File: src/inc/hlt_pkg.sv
// package: constants and types for the hardware limit timer
package hlt_pkg;

  // register indices on the plain register port
  localparam logic [3:0] ADDR_CONTROL  = 4'h0;
  localparam logic [3:0] ADDR_PERIOD   = 4'h1;
  localparam logic [3:0] ADDR_COUNT    = 4'h2;
  localparam logic [3:0] ADDR_MODE     = 4'h3;
  localparam logic [3:0] ADDR_IRQ_CTRL = 4'h4;

  // control register field positions
  localparam int CTRL_ON_BIT    = 7;
  localparam int CTRL_PRE_HI    = 6;
  localparam int CTRL_PRE_LO    = 4;
  localparam int CTRL_POST_HI   = 3;
  localparam int CTRL_POST_LO   = 0;
  // interrupt control register: enable bit 0, sticky flag bit 1
  localparam int IRQ_EN_BIT     = 0;
  localparam int IRQ_FLAG_BIT   = 1;

  // reset values
  localparam logic [7:0] PERIOD_RESET = 8'hFF;
  localparam logic [7:0] COUNT_RESET  = 8'h00;
  localparam logic [4:0] MODE_RESET   = 5'h00;

  // timing counts in timer clocks
  localparam int         SYNC_DELAY_TCLK    = 2;
  localparam logic [1:0] RESTART_DELAY      = 2'h2;

  // mode codes
  localparam logic [4:0] MODE_SW_GATE     = 5'h00;
  localparam logic [4:0] MODE_GATE_HIGH   = 5'h01;
  localparam logic [4:0] MODE_GATE_LOW    = 5'h02;
  localparam logic [4:0] MODE_EDGE_ANY    = 5'h03;
  localparam logic [4:0] MODE_EDGE_RISE   = 5'h04;
  localparam logic [4:0] MODE_EDGE_FALL   = 5'h05;
  localparam logic [4:0] MODE_LVL_LOW     = 5'h06;
  localparam logic [4:0] MODE_LVL_HIGH    = 5'h07;
  localparam logic [4:0] MODE_OS_SW       = 5'h08;
  localparam logic [4:0] MODE_OS_RISE     = 5'h09;
  localparam logic [4:0] MODE_OS_FALL     = 5'h0A;
  localparam logic [4:0] MODE_OS_ANY      = 5'h0B;
  localparam logic [4:0] MODE_OS_HL_RISE  = 5'h0C;
  localparam logic [4:0] MODE_OS_HL_FALL  = 5'h0D;
  localparam logic [4:0] MODE_OS_RL_LOW   = 5'h0E;
  localparam logic [4:0] MODE_OS_RL_HIGH  = 5'h0F;
  localparam logic [4:0] MODE_MS_RISE     = 5'h11;
  localparam logic [4:0] MODE_MS_FALL     = 5'h12;
  localparam logic [4:0] MODE_MS_ANY      = 5'h13;
  localparam logic [4:0] MODE_LOS_LOW     = 5'h16;
  localparam logic [4:0] MODE_LOS_HIGH    = 5'h17;

  typedef enum logic [1:0] {ST_IDLE, ST_ARMED, ST_RUN, ST_HOLD} run_state_t;

  typedef struct packed {
    logic [3:0] addr;
    logic [7:0] wdata;
    logic       wr;
    logic       rd;
  } reg_req_t;

  typedef struct packed {
    logic       on;
    logic [2:0] prescale_select;
    logic [3:0] postscale_select;
    logic [7:0] period_value;
    logic [7:0] timer_count;
    logic [4:0] mode;
    logic       timer_irq_enable;
    logic       irq_flag;
    logic [6:0] pre_cnt;
    logic [3:0] post_cnt;
    logic [2:0] ers_sync;
    logic       ers_level;
    logic       ers_prev;
    logic [1:0] delay_cnt;
    run_state_t state;
    logic       postscaled_match_pulse;
    logic       irq;
    logic [7:0] rdata;
  } hlt_state_t;

endpackage : hlt_pkg

File: src/rtl/hardware_limit_timer.sv
// hardware limit timer: 8-bit period timer with external reset modes
//
// Function
// software gate: count advances each timer clock while run bit set
// on count equal period, next timer clock loads zero and keeps counting
// hardware gate: counting also needs external level high or low per code
// edge limit modes reset count on any, rising or falling edge
// after an early edge reset counting restarts two timer clocks later
// level limit modes hold count in reset at low or high level
// level limit modes ignore external signal while run bit clear
// level reset takes two clocks; resume after match or two clocks after release
// one-shot edge modes start on first edge, reset on later same edges
// one-shot 110/111 start on an edge and reset on a level
// one-shot: period match clears run bit and stops count at zero
// monostable: period match stops count at zero, run bit stays set
// monostable starts on rising, falling or either edge with run bit set
// level one-shot holds reset at reset level, runs at opposite level
// edge-started modes need a fresh edge after run bit set again
// interrupt flag raised when postscaler count matches selected ratio
// interrupt forwarded only when interrupt enable bit set
// run bit and external reset are synchronised over two timer clocks; code syncs only the external reset, over three clock stages
// postscaler match gives one-clock pulse and clears postscaler count
// external source spaces edges six clocks, holds levels three clocks
// external triggers ignored during debug freeze
// software must not program reserved mode codes
// edges found by comparing synchronised signal with previous timer clock value
//
// Decided for this implementation: the plain strobed port and the placing of the registers.
`timescale 1ns/10ps

module hardware_limit_timer
  import hlt_pkg::*;
(
  // clock and reset
  input  wire logic       clk,
  input  wire logic       resetn,
  // register port
  input  wire hlt_pkg::reg_req_t req,
  output logic [7:0]      rdata,
  // external reset source and debug
  input  wire logic       ext_reset_input,
  input  wire logic       debug_freeze,
  // outputs
  output logic            postscaled_match_pulse,
  output logic            timer_irq,
  output logic [7:0]      timer_count,
  output logic            period_match
);
  import hlt_pkg::*;

  hlt_state_t s_reg;
  hlt_state_t s_next;

  // prescaler ratio 1,2,4..128 as a terminal count
  function automatic logic [6:0] pre_limit(input logic [2:0] sel);
    pre_limit = 7'(({6'h0, 1'b1} << sel) - 7'h1);
  endfunction : pre_limit

  logic       tick;
  logic       match;
  logic       rise;
  logic       fall;
  logic       edge_any;
  logic       mode_edge;
  logic       start_edge;
  logic       lvl_reset;
  logic       oneshot;
  logic       mono;
  logic       gate_ok;

  always_comb
  begin
    tick  = (s_reg.pre_cnt == pre_limit(s_reg.prescale_select));
    match = (s_reg.timer_count == s_reg.period_value);
    // ext level accepted once second and third stages agree
    rise  = s_reg.ers_level & ~s_reg.ers_prev & ~debug_freeze;
    fall  = ~s_reg.ers_level & s_reg.ers_prev & ~debug_freeze;
    edge_any = rise | fall;
    oneshot = (s_reg.mode[4:3] == 2'b01) || (s_reg.mode == MODE_LOS_LOW)
           || (s_reg.mode == MODE_LOS_HIGH);
    mono    = (s_reg.mode == MODE_MS_RISE) || (s_reg.mode == MODE_MS_FALL)
           || (s_reg.mode == MODE_MS_ANY);
    mode_edge = 1'b0;
    start_edge = 1'b0;
    lvl_reset = 1'b0;
    gate_ok = 1'b1;
    case (s_reg.mode)
      MODE_GATE_HIGH:  gate_ok = s_reg.ers_level | debug_freeze;
      MODE_GATE_LOW:   gate_ok = ~s_reg.ers_level | debug_freeze;
      MODE_EDGE_ANY:   mode_edge = edge_any;
      MODE_EDGE_RISE:  mode_edge = rise;
      MODE_EDGE_FALL:  mode_edge = fall;
      MODE_LVL_LOW:    lvl_reset = ~s_reg.ers_level & ~debug_freeze;
      MODE_LVL_HIGH:   lvl_reset = s_reg.ers_level & ~debug_freeze;
      MODE_OS_RISE, MODE_MS_RISE: start_edge = rise;
      MODE_OS_FALL, MODE_MS_FALL: start_edge = fall;
      MODE_OS_ANY, MODE_MS_ANY:   start_edge = edge_any;
      MODE_OS_HL_RISE:
      begin
        start_edge = rise;
        mode_edge  = rise;
      end
      MODE_OS_HL_FALL:
      begin
        start_edge = fall;
        mode_edge  = fall;
      end
      MODE_OS_RL_LOW:
      begin
        start_edge = rise;
        lvl_reset  = ~s_reg.ers_level & ~debug_freeze;
      end
      MODE_OS_RL_HIGH:
      begin
        start_edge = fall;
        lvl_reset  = s_reg.ers_level & ~debug_freeze;
      end
      MODE_LOS_LOW:    lvl_reset = ~s_reg.ers_level & ~debug_freeze;
      MODE_LOS_HIGH:   lvl_reset = s_reg.ers_level & ~debug_freeze;
      default:         gate_ok = 1'b1;
    endcase
  end

  always_comb
  begin
    s_next = s_reg;
    s_next.postscaled_match_pulse = 1'b0;
    s_next.rdata = 8'h00;
    // three-stage sync; only stages 2 and 3 are compared
    s_next.ers_sync = {s_reg.ers_sync[1:0], ext_reset_input};
    if (s_reg.ers_sync[2] == s_reg.ers_sync[1])
      s_next.ers_level = s_reg.ers_sync[2];

    s_next.pre_cnt = tick ? 7'h00 : 7'(s_reg.pre_cnt + 7'h1);

    if (tick)
    begin
      s_next.ers_prev = s_reg.ers_level;
      if (!s_reg.on)
      begin
        // losing the run bit drops any armed start
        s_next.state = ST_IDLE;
      end
      else
      begin
        case (s_reg.state)
          ST_IDLE:
          begin
            // fresh start needs an edge in edge-started modes
            if (s_reg.mode == MODE_MS_RISE || s_reg.mode == MODE_MS_FALL
                || s_reg.mode == MODE_MS_ANY || (s_reg.mode[4:3] == 2'b01
                && s_reg.mode != MODE_OS_SW))
              s_next.state = ST_ARMED;
            else
              s_next.state = ST_RUN;
          end
          ST_ARMED:
          begin
            if (start_edge)
            begin
              s_next.state = ST_HOLD;
              s_next.delay_cnt = RESTART_DELAY;
            end
          end
          ST_HOLD:
          begin
            s_next.timer_count = COUNT_RESET;
            if (lvl_reset)
              s_next.delay_cnt = RESTART_DELAY;
            else if (s_reg.delay_cnt > 2'h1)
              s_next.delay_cnt = s_reg.delay_cnt - 2'h1;
            else
              s_next.state = ST_RUN;
          end
          ST_RUN:
          begin
            if (mode_edge)
            begin
              s_next.timer_count = COUNT_RESET;
              s_next.state = ST_HOLD;
              s_next.delay_cnt = RESTART_DELAY - 2'h1;
            end
            else if (lvl_reset)
            begin
              s_next.timer_count = COUNT_RESET;
              s_next.state = ST_HOLD;
              s_next.delay_cnt = RESTART_DELAY;
            end
            // a closed gate freezes the period reload as well as the count
            else if (match && gate_ok)
            begin
              s_next.timer_count = COUNT_RESET;
              s_next.post_cnt = 4'(s_reg.post_cnt + 4'h1);
              if (s_reg.post_cnt == s_reg.postscale_select)
              begin
                s_next.post_cnt = 4'h0;
                s_next.postscaled_match_pulse = 1'b1;
                s_next.irq_flag = 1'b1;
              end
              if (oneshot)
              begin
                s_next.on = 1'b0;
                s_next.state = ST_IDLE;
              end
              else if (mono)
                s_next.state = ST_ARMED;
            end
            else if (gate_ok)
              s_next.timer_count = 8'(s_reg.timer_count + 8'h1);
          end
          default: s_next.state = ST_IDLE;
        endcase
      end
    end

    // register writes; hardware set of flag wins over clear
    if (req.wr)
    begin
      case (req.addr)
        ADDR_CONTROL:
        begin
          s_next.on = req.wdata[CTRL_ON_BIT];
          s_next.prescale_select = req.wdata[CTRL_PRE_HI:CTRL_PRE_LO];
          s_next.postscale_select = req.wdata[CTRL_POST_HI:CTRL_POST_LO];
          s_next.pre_cnt = 7'h00;
          s_next.post_cnt = 4'h0;
        end
        ADDR_PERIOD: s_next.period_value = req.wdata;
        ADDR_COUNT:
        begin
          s_next.timer_count = req.wdata;
          s_next.pre_cnt = 7'h00;
          s_next.post_cnt = 4'h0;
        end
        ADDR_MODE:
        begin
          s_next.mode = req.wdata[4:0];
          s_next.state = ST_IDLE;
        end
        ADDR_IRQ_CTRL:
        begin
          s_next.timer_irq_enable = req.wdata[IRQ_EN_BIT];
          if (!req.wdata[IRQ_FLAG_BIT] && !s_next.irq_flag)
            s_next.irq_flag = 1'b0;
          else if (!req.wdata[IRQ_FLAG_BIT] && !(tick && s_next.postscaled_match_pulse))
            s_next.irq_flag = 1'b0;
        end
        default: s_next.timer_irq_enable = s_next.timer_irq_enable;
      endcase
    end
    if (req.rd)
    begin
      case (req.addr)
        ADDR_CONTROL:  s_next.rdata = {s_reg.on, s_reg.prescale_select, s_reg.postscale_select};
        ADDR_PERIOD:   s_next.rdata = s_reg.period_value;
        ADDR_COUNT:    s_next.rdata = s_reg.timer_count;
        ADDR_MODE:     s_next.rdata = {3'h0, s_reg.mode};
        ADDR_IRQ_CTRL: s_next.rdata = {6'h00, s_reg.irq_flag, s_reg.timer_irq_enable};
        default:       s_next.rdata = 8'h00;
      endcase
    end
    s_next.irq = s_next.irq_flag & s_next.timer_irq_enable;
  end

  always_ff @(posedge clk or negedge resetn)
  begin
    if (!resetn)
    begin
      s_reg <= '0;
      s_reg.period_value <= PERIOD_RESET;
      s_reg.state <= ST_IDLE;
    end
    else
      s_reg <= s_next;
  end

  always_ff @(posedge clk or negedge resetn)
  begin
    if (!resetn)
      period_match <= 1'b0;
    else
      // only a match that really reloads the count, so the count reads zero beside it
      period_match <= tick & match & gate_ok & ~mode_edge & ~lvl_reset & s_reg.on
                      & (s_reg.state == ST_RUN) & ~(req.wr && req.addr == ADDR_COUNT);
  end

  assign rdata = s_reg.rdata;
  assign postscaled_match_pulse = s_reg.postscaled_match_pulse;
  assign timer_irq = s_reg.irq;
  assign timer_count = s_reg.timer_count;

endmodule : hardware_limit_timer

File: config.mk
export PLATFORM = sky130hd
export DESIGN_NAME = hardware_limit_timer
export DESIGN_NICKNAME = d
export VERILOG_FILES = /design/src/inc/hlt_pkg.sv /design/src/rtl/hardware_limit_timer.sv
export SDC_FILE = /design/constraint.sdc
export NUM_CORES = 1
export LEC_CHECK = 0
export BUFFER_PORTS_ARGS = -buffer_cell sky130_fd_sc_hd__buf_2
export CAP_MARGIN = 20
export CORE_MARGIN = 10
export CORE_UTILIZATION = 45
export DETAILED_ROUTE_END_ITERATION = 6
export PLACE_DENSITY = 0.72
export SLEW_MARGIN = 20
export SYNTH_ARGS = -nofsm -noshare
export SYNTH_HDL_FRONTEND = slang
export SYNTH_SLANG_ARGS = --single-unit
File: constraint.sdc
create_clock -name clk -period 2.02 [get_ports clk]
set_input_delay 0.101 -clock clk [delete_from_list [all_inputs] [get_ports clk]]
set_output_delay 0.101 -clock clk [all_outputs]
set_load 0.03 [all_outputs]
==> results of run 1 <==
[logic make-up (layout without fill, tap and decap cells)]
logic type | count (synthesis) | count (layout) | share of synthesized area
DFF | 62 | 62 | 0.404
xor gates and xnor gates | 19 | 19 | 0.0430
muxes | 29 | 29 | 0.0974
adders and majority gates | 9 | 9 | 0.0285
and+or+nand+nor | 157 | 157 | 0.219
buffers and inverters | 40 | 147 | 0.0608
AOI/OAI and AO/OA | 75 | 75 | 0.148
[cell usage in the layout (no fill, tap or decap), types with 8 or more instances in the layout]
master	count
buf_4	73
dfrtp_1	49
nor2_1	37
buf_2	36
nand2_1	30
mux2_2	19
nand3_1	14
xor2_1	12
a21oi_1	11
buf_6	10
and3_1	9
clkbuf_8	9
inv_1	8
nor2b_1	8
ha_1	8
dfstp_2	8
[layout make-up]
type                    instances  area (µm²)
fillers                       674        3160
multi-input cells             289        2270
flip-flops and latches         62        1570
repair buffers                123         891
well taps                     105         131
clock buffers                   9         124
clock inverters                 7         120
inverters                       8        30.0
[worst max path at each step]
| stage | start | endpoint | cells after the start |
|---|---|---|---|
| floorplan | s_reg[58] | s_reg[19] | 8 |
| global placement | s_reg[15] | s_reg[19] | 7 |
| detailed placement | s_reg[15] | s_reg[19] | 7 |
| CTS | s_reg[15] | s_reg[19] | 6 |
| global route | s_reg[59] | timer_count[3] | 8 |
| finish | s_reg[58] | timer_count[3] | 7 |
[routing by layer]
metal	global-route usage	up-vias	wire length, µm
li1	-	1629	-
met1	0.206	1779	4690
met2	0.270	141	5410
met3	0.0444	31	787
met4	0.0685	0	330
met5	0	-	0
[metrics by stage]
stage               hold WS [ns]  worst slack, ns  instance area [µm²]
global route              0.0308           -0.358                 5140
finish                    0.0272           -0.289                 5140
CTS                      0.00865           -0.217                 4900
detailed placement         0.139           -0.450                 4520
floorplan                 -0.195           -0.186                 3880
global placement           0.134           -0.358                 4520
[power groups by stage]
| stage | Clock (mW) | Sequential [mW] | Combinational [mW] |
|---|---|---|---|
| 2_1_floorplan | 0 | 1.82 | 1.58 |
| 3_3_place_gp | 0 | 1.79 | 2.47 |
| 3_5_place_dp | 0 | 1.81 | 2.54 |
| 4_1_cts | 1.40 | 1.79 | 2.66 |
| 5_1_grt | 1.46 | 1.84 | 3.16 |
| 6_report | 1.39 | 1.81 | 2.94 |
[worst max-delay path, cell delays in order, from the launching register on]
cell and delay [ns]:
dfrtp_2 0.46, nor4_2 0.30, a31oi_1 0.10, a311o_1 0.39, buf_6 0.16, or4_4 0.46
a211o_1 0.31, nand3_1 0.07
[what timing repair did]
action | CTS | global route
endpoints found under the hold margin | 56 | 0
hold buffers | 3 | 0
resized for setup | 19 | 42
setup endpoints to repair | 16 | 20
pin swaps | 5 | 24
setup buffers | 4 | 10
gates cloned | 0 | 0
==> results by group, run 1 <==
Outcome
  – Outcome: complete, but fails checks
  – Failing checks: setup timing

Final layout
  – Share of layout cells above drive strength 1: 0.428
  – P&R area growth vs syn: 32.8%
  – Final core utilization: 0.619
  – Max reg flops: 41
  – Layout net count: 519
  – # diodes: 0
  – Final std cells w/o fill: 603

Yosys
  – FFs w/ async S/R, synth: 1.00
  – Avg Cell Area, Syn: 9.89 µm²
  – Synth Instances: 391
  – Post-synth top cells: dfrtp_1 (54), nor2_1 (40), nand2_1 (33)
  – Post-synth top flop: dfrtp_1
  – Cell variety after synth: 65
  – Top cell type's share of synthesized area: 0.350
  – Register bit total from synthesis: 62
  – Top cells by area, synth: dfrtp_1 (35%), mux2_2 (5.5%), dfstp_2 (5.4%)
  – EDFF count, synth: 0
  – Yosys top cell by area: dfrtp_1
  – Most numerous cell in the Yosys netlist: dfrtp_1
  – Post-Syn Nets: 417
  – YS warnings: 0
  – Post-synthesis sequential area ratio: 0.404
  – Mapped cell area: 3870 µm²

Critical path
  – Largest fanout on the critical path: 7
  – Reg2Reg Capture Point: timer_count[3]
  – Crit path DAT: 2.60 ns
  – CP Launch Type: flip-flop
  – Worst reg2reg setup slack: -0.29 ns
  – CP Class: reg -> reg
  – Critical Path RT: 2.31 ns
  – Reg2Reg Launch Point: s_reg[58]
  – CP endpoint kind: flip-flop
  – R2R depth: 7

Detailed routing
  – Drt drc: 0
  – Via density: 5.94
  – Total routed wirelength: 11200 µm
  – Via count: 3580
  – 1st-pass router iterations: 5
  – Wire per inst: 18.6 µm
  – Initial drt markers: 278
  – Post-DRT Antenna Nets: 0

Timing
  – Fin crit period: 2.31 ns
  – RSZ-0062 raised after global routing: yes
  – Fmax achieved: 433 MHz
  – Setup ws final: -0.289 ns
  – Tightest Pin Transition: 0.559 ns
  – Slew HR: 0.627
  – Fin crit share: 1.14
  – TNS Setup: -2.40 ns
  – Final setup vio count: 17
  – Clock Skews: 0.0109 ns
  – Final Hold Viols: 0
  – Max-slew violations: 0

Die
  – Die H: 113 µm
  – Total die area: 12700 µm²
  – Initial Util: 0.466
  – Die W: 113 µm
  – Site Rows: 33
  – Core Region: 8300 µm²
  – Boundary Pins: 37

Place
  – GP Congestion: 0.896
  – Final HPWL DP: 7810 µm
  – Placed cell count: 571
  – IO Port Bufs: 36

Global routing
  – GRT Util Overall: 0.167
  – Global-route wire length before repair: 17400 µm
  – Largest net degree at the start of global routing: 63
  – Vias in the first global route: 3469
  – Total grt overflow: 0
  – Antenna violations before repair: 0

Pwr
  – Sw Ratio: 0.393
  – PD cells: 1190 nW/µm²
  – Flop pwr share: 0.295
  – Internal power: 3.72 mW
  – P_leak: 2.28 nW
  – Clock power frac: 0.226
  – NetSw: 2.41 mW
  – VDD IR-drop max: 537 µV
  – Tot Pwr: 6.13 mW
  – Combinational power share: 0.479

CTS
  – CTS max path bufs: 2
  – CTS clock-pin slew for the worst setup and hold paths: 0.08 ns
  – Worst skew pair latency: 0.35 ns
  – CTS tree: yes
  – CTS sink count: 62
  – Root Driver: clkbuf_8
  – CTS Buf Count: 9
  – H-Tree Depth: 3

Worst hold path
  – Hold EP: timer_count[3]
  – Hold_sp: req[5]
  – Hold Path Cell Cnt: 3
  – Class of the worst hold path: in -> reg

Job
  – Maxcap violations: 0
(Power assumes the default switching activity.)
==> inputs of run 2 (changes only) <==
--- a/config.mk
+++ b/config.mk
@@ -10,7 +10,7 @@
 export CORE_MARGIN = 10
 export CORE_UTILIZATION = 45
 export DETAILED_ROUTE_END_ITERATION = 6
-export PLACE_DENSITY = 0.72
+export PLACE_DENSITY = 0.74
 export SLEW_MARGIN = 20
 export SYNTH_ARGS = -nofsm -noshare
 export SYNTH_HDL_FRONTEND = slang
==> run 2 against run 1 <==
Effect of this change:
- the flow still finishes with violations (setup timing)
- clock power is essentially flat
- combinational power barely moved
- critical path type unchanged
- cell area is 0.19% lower
- non-clock buffer count fell by 5
- power is 1.0% higher
==> results by group, run 2 (same netlist as run 1, synthesis figures left out) <==
Outcome
  – Outcome: complete, but fails checks
  – Failing checks: setup timing

Global routing
  – Global-route wire length before repair: 18000 µm
  – Antenna violations before repair: 0
  – Largest net degree at the start of global routing: 37
  – Vias in the first global route: 3617
  – Total grt overflow: 0
  – GRT Util Overall: 0.170

Timing
  – Final setup vio count: 16
  – Fin crit share: 1.12
  – Max-slew violations: 0
  – Setup ws final: -0.240 ns
  – Fmax achieved: 442 MHz
  – Clock Skews: 0.0132 ns
  – Hold_ws: 0.0204 ns
  – Fin crit period: 2.26 ns
  – RSZ-0062 raised after global routing: yes
  – Tightest Pin Transition: 0.640 ns
  – Slew HR: 0.574
  – Final Hold Viols: 0

Detailed routing
  – Via count: 3546
  – Drt drc: 0
  – 1st-pass router iterations: 5
  – Post-DRT Antenna Nets: 0
  – Total routed wirelength: 11300 µm
  – Initial drt markers: 287
  – Wire per inst: 18.9 µm
  – Via density: 5.93

Pwr
  – PD cells: 1210 nW/µm²
  – VDD IR-drop max: 582 µV
  – P_leak: 2.28 nW

Die
  – Site Rows: 33
  – Total die area: 12700 µm²
  – Die W: 113 µm
  – Boundary Pins: 37
  – Die H: 113 µm
  – Core Region: 8300 µm²
  – Initial Util: 0.466

Place
  – GP Congestion: 0.896
  – Worst slack at placement: -0.404 ns
  – IO Port Bufs: 36
  – Final HPWL DP: 7820 µm

CTS
  – H-Tree Depth: 3
  – Worst skew pair latency: 0.36 ns
  – CTS Buf Count: 9
  – CTS max path bufs: 2
  – CTS sink count: 62
  – CTS tree: yes
  – CTS clock-pin slew for the worst setup and hold paths: 0.08 ns
  – Root Driver: clkbuf_8

Critical path
  – CP endpoint kind: flip-flop
  – Critical path, cell by cell: inv_1, o21ai_0, a311o_1, buf_6, or4_1, a211o_1, nand3_1
  – CP peak stage delay: 0.52 ns
  – Critical Path RT: 2.31 ns
  – Crit path max-delay cell type: or4_1
  – CP Class: reg -> reg
  – Largest fanout on the critical path: 4
  – Crit path DAT: 2.55 ns
  – CP Launch Type: flip-flop

Job
  – Maxcap violations: 0

Final layout
  – Commonest non-fill, non-tap cell in the layout: buf_4
  – # diodes: 0
  – Layout net count: 514
  – Share of layout cells above drive strength 1: 0.426
  – Max reg flops: 41
  – Most frequent cells in the layout: buf_4 (69), dfrtp_1 (48), nor2_1 (37), buf_2 (36), nand2_1 (31)
  – Fillers: 631
  – P&R area growth vs syn: 32.6%

Worst hold path
  – Class of the worst hold path: in -> reg
run 2: cell types whose count changed in the layout (fill, tap and decap cells not counted), sizes merged:
cell and delta:
inv +2, clkinv -1, clkinvlp -1, buf -5
run 2: per-stage QoR:
step	setup TNS [ns]	util	instance area, µm²	cells	power [mW]
final	-1.63	0.618	5130	598	6.20
after global routing	-2.90	0.618	5130	598	6.53
after CTS	-1.06	0.598	4970	590	5.99
after detailed placement	-2.82	0.536	4450	561	4.27
after global placement	-1.82	0.536	4450	561	4.19
after floorplan	-0.879	-	3880	391	3.41
run 2: repair_timing:
item	4_1_cts	5_1_grt
hold buffers	3	0
pin swaps	16	12
endpoints found under the setup margin	16	23
hold endpoints to repair	24	0
gates resized for setup	39	20
setup buffers	10	8
run 2: final timing paths:
| kind | start | slack, ns | endpoint | depth (start not counted) |
|---|---|---|---|---|
| max | s_reg[58] | -0.24 | timer_count[3] | 7 |
| min | req[0] | 0.02 | rdata[0] | 2 |
| max reg2reg | s_reg[58] | -0.24 | timer_count[3] | 7 |
| min reg2reg | s_next[17] | 0.37 | s_next[18] | 0 |
| max in group asynchronous | resetn | 1.03 | s_reg[49] | 3 |
| min in group asynchronous | resetn | 0.31 | s_reg[14] | 2 |
run 2: worst max-delay path, delay by kind of cell, from the launching register on:
family,cells,cell delay (ns)
AO/OA/AOI/OAI,3,0.89
buffers and inverters,2,0.25
flip-flops,1,0.45
AND/OR/NAND/NOR,2,0.60
run 2: metal layers:
layer | wire [µm] | track usage | share of wire | vias up
met4 | 317 | 0.0677 | 0.028 | 0
met2 | 5480 | 0.276 | 0.48 | 144
met5 | 0 | 0 | 0 | -
met3 | 759 | 0.0502 | 0.067 | 29
li1 | - | - | - | 1610
met1 | 4750 | 0.208 | 0.42 | 1763
run 2: layout make-up:
class / instances / area (µm²) / area share
clock inverter: 7 / 128 / 0.0249
tap: 105 / 131 / 0.0256
timing repair buffer: 118 / 858 / 0.167
inverter: 8 / 30.0 / 0.00586
multi-input combinational: 289 / 2290 / 0.446
sequential: 62 / 1570 / 0.306
clock buffer: 9 / 124 / 0.0242
run 2: power breakdown:
group	internal (mW)	total, mW	switching [mW]
Combinational	1.36	2.97	1.62
Sequential	1.55	1.81	0.265
Clock	0.841	1.41	0.568
==> inputs of run 3 (changes only) <==
--- a/config.mk
+++ b/config.mk
@@ -7,10 +7,12 @@
 export LEC_CHECK = 0
 export BUFFER_PORTS_ARGS = -buffer_cell sky130_fd_sc_hd__buf_2
 export CAP_MARGIN = 20
-export CORE_MARGIN = 10
-export CORE_UTILIZATION = 45
+export CELL_PAD_IN_SITES_DETAIL_PLACEMENT = 1
+export CELL_PAD_IN_SITES_GLOBAL_PLACEMENT = 1
+export CORE_MARGIN = 3
+export CORE_UTILIZATION = 42
 export DETAILED_ROUTE_END_ITERATION = 6
-export PLACE_DENSITY = 0.74
+export PLACE_DENSITY = 0.84
 export SLEW_MARGIN = 20
 export SYNTH_ARGS = -nofsm -noshare
 export SYNTH_HDL_FRONTEND = slang
==> run 3 against run 2 <==
Effect of this change:
- the flow still finishes with violations (setup timing)
- die area is 18% lower
- worst hold slack better by 0.011 ns
- clock-buffer cell count did not move
- clock skew is 0.0070 ns higher
- critical path type unchanged
- worst setup slack worse by 0.14 ns
- critical endpoint is now timer_count[1]
==> results by group, run 3 (same netlist as run 1, synthesis figures left out) <==
Outcome
  – Outcome: complete, but fails checks
  – Failing checks: setup timing

Global routing
  – GRT Util Overall: 0.310
  – Global-route wire length before repair: 23900 µm
  – Largest net degree at the start of global routing: 27
  – Antenna violations before repair: 0
  – Total grt overflow: 0
  – Vias in the first global route: 4169

Die
  – Site Rows: 34
  – Core Region: 8850 µm²
  – Boundary Pins: 37
  – Die W: 102 µm
  – Die H: 102 µm
  – Total die area: 10400 µm²
  – Initial Util: 0.437

Timing
  – Final setup vio count: 29
  – RSZ-0062 raised after global routing: yes
  – Final Hold Viols: 0
  – Fin crit period: 2.40 ns
  – Hold_ws: 0.0319 ns
  – Fin crit share: 1.19
  – Max-slew violations: 0
  – TNS Setup: -7.13 ns
  – Setup ws final: -0.382 ns
  – Slew HR: 0.552
  – Clock Skews: 0.0202 ns
  – Tightest Pin Transition: 0.672 ns
  – Fmax achieved: 416 MHz

Detailed routing
  – Via count: 4059
  – Total routed wirelength: 17600 µm
  – Post-DRT Antenna Nets: 0
  – 1st-pass router iterations: 5
  – Initial drt markers: 335
  – Via density: 6.63
  – Drt drc: 0
  – Wire per inst: 28.7 µm

Critical path
  – Reg2Reg Launch Point: s_reg[29]
  – R2R depth: 7
  – Crit path DAT: 2.68 ns
  – Critical Path Sink: timer_count[1]
  – Reg2Reg Capture Point: timer_count[1]
  – CP Class: reg -> reg
  – Critical Path RT: 2.30 ns
  – Worst reg2reg setup slack: -0.38 ns
  – Crit path launch: s_reg[29]
  – CP Launch Type: flip-flop
  – Largest fanout on the critical path: 5
  – CP endpoint kind: flip-flop

CTS
  – CTS tree: yes
  – H-Tree Depth: 3
  – CTS sink count: 62
  – Worst skew pair latency: 0.37 ns
  – CTS max path bufs: 2
  – CTS clock-pin slew for the worst setup and hold paths: 0.09 ns
  – CTS Buf Count: 9
  – Root Driver: clkbuf_8

Final layout
  – P&R area growth vs syn: 38.1%
  – Fillers: 970
  – # diodes: 0
  – Share of layout cells above drive strength 1: 0.474
  – Layout net count: 525
  – Commonest non-fill, non-tap cell in the layout: buf_4
  – Most frequent cells in the layout: buf_4 (80), dfrtp_1 (48), buf_2 (36), nor2_1 (30), nand2_1 (29)
  – Max reg flops: 41

Worst hold path
  – Hold Path Cell Cnt: 2
  – Hold_sp: req[7]
  – Class of the worst hold path: in -> reg

Pwr
  – Combinational power share: 0.515
  – Clock power frac: 0.220
  – VDD IR-drop max: 721 µV
  – Flop pwr share: 0.265
  – NetSw: 3.09 mW
  – Internal power: 4.04 mW
  – Sw Ratio: 0.434
  – P_leak: 2.35 nW
  – PD cells: 1340 nW/µm²

Place
  – IO Port Bufs: 36
  – GP Congestion: 0.900
  – Final HPWL DP: 9420 µm

Job
  – Maxcap violations: 0
run 3: changes by cell type in the layout (fill, tap and decap cells not counted), sizes merged:
cell	delta
buf	+12
bufinv	+1
clkinv	+1
clkinvlp	+1
dlygate4sd3	-1
inv	-3
run 3: power by group through the flow:
| stage | combinational (mW) | clock (mW) | sequential (mW) |
|---|---|---|---|
| finish | 3.67 | 1.57 | 1.89 |
| global route | 3.81 | 1.64 | 1.91 |
| CTS | 3.11 | 1.54 | 1.83 |
| detailed placement | 2.63 | 0 | 1.83 |
| global placement | 2.48 | 0 | 1.79 |
| floorplan | 1.58 | 0 | 1.82 |
run 3: area by class of cell:
cell class	instances	area, µm²	share of cell area
clock buffer	9	124	0.0232
tap	108	135	0.0253
multi-input combinational	289	2400	0.449
sequential	62	1570	0.294
timing repair buffer	129	937	0.176
clock inverter	7	145	0.0272
inverter	8	30.0	0.00563
run 3: how the worst min path moves through the flow:
stage                              end  slack (ns)
final                        s_reg[50]        0.03
after global routing         s_reg[50]        0.02
after CTS                    s_reg[58]       0.007
after detailed placement      rdata[3]        0.13
after global placement        rdata[3]        0.11
after floorplan           period_match       -0.19
run 3: through the flow:
stage	setup WS [ns]	cells	power (mW)	utilization	instance area, µm²
finish	-0.382	612	7.13	0.603	5340
global route	-0.399	612	7.35	0.603	5340
CTS	-0.254	605	6.49	0.580	5130
detailed placement	-0.403	574	4.46	0.510	4510
global placement	-0.267	574	4.27	0.510	4510
floorplan	-0.186	391	3.41	-	3880
run 3: timing repair:
action	in CTS	in global routing
setup endpoints to repair	24	29
pin swaps	35	17
resized for setup	51	35
cloned	0	0
buffers inserted	15	7
endpoints found under the hold margin	17	0
hold buffers	2	0
run 3: critical path, stage by stage, from the launching register on:
cell and delay, ns:
dfrtp_2 0.48, nor4_4 0.35, a31oi_2 0.09, buf_4 0.17, a311oi_2 0.40, nand2_2 0.19
or3_4 0.40, o221ai_2 0.22
run 3: routing by layer:
metal | wire length, µm | GRT usage | part of all wire
met5 | 0 | 0 | 0
met4 | 998 | 0.185 | 0.057
met3 | 1390 | 0.0642 | 0.079
met2 | 8700 | 0.534 | 0.50
met1 | 6470 | 0.355 | 0.37
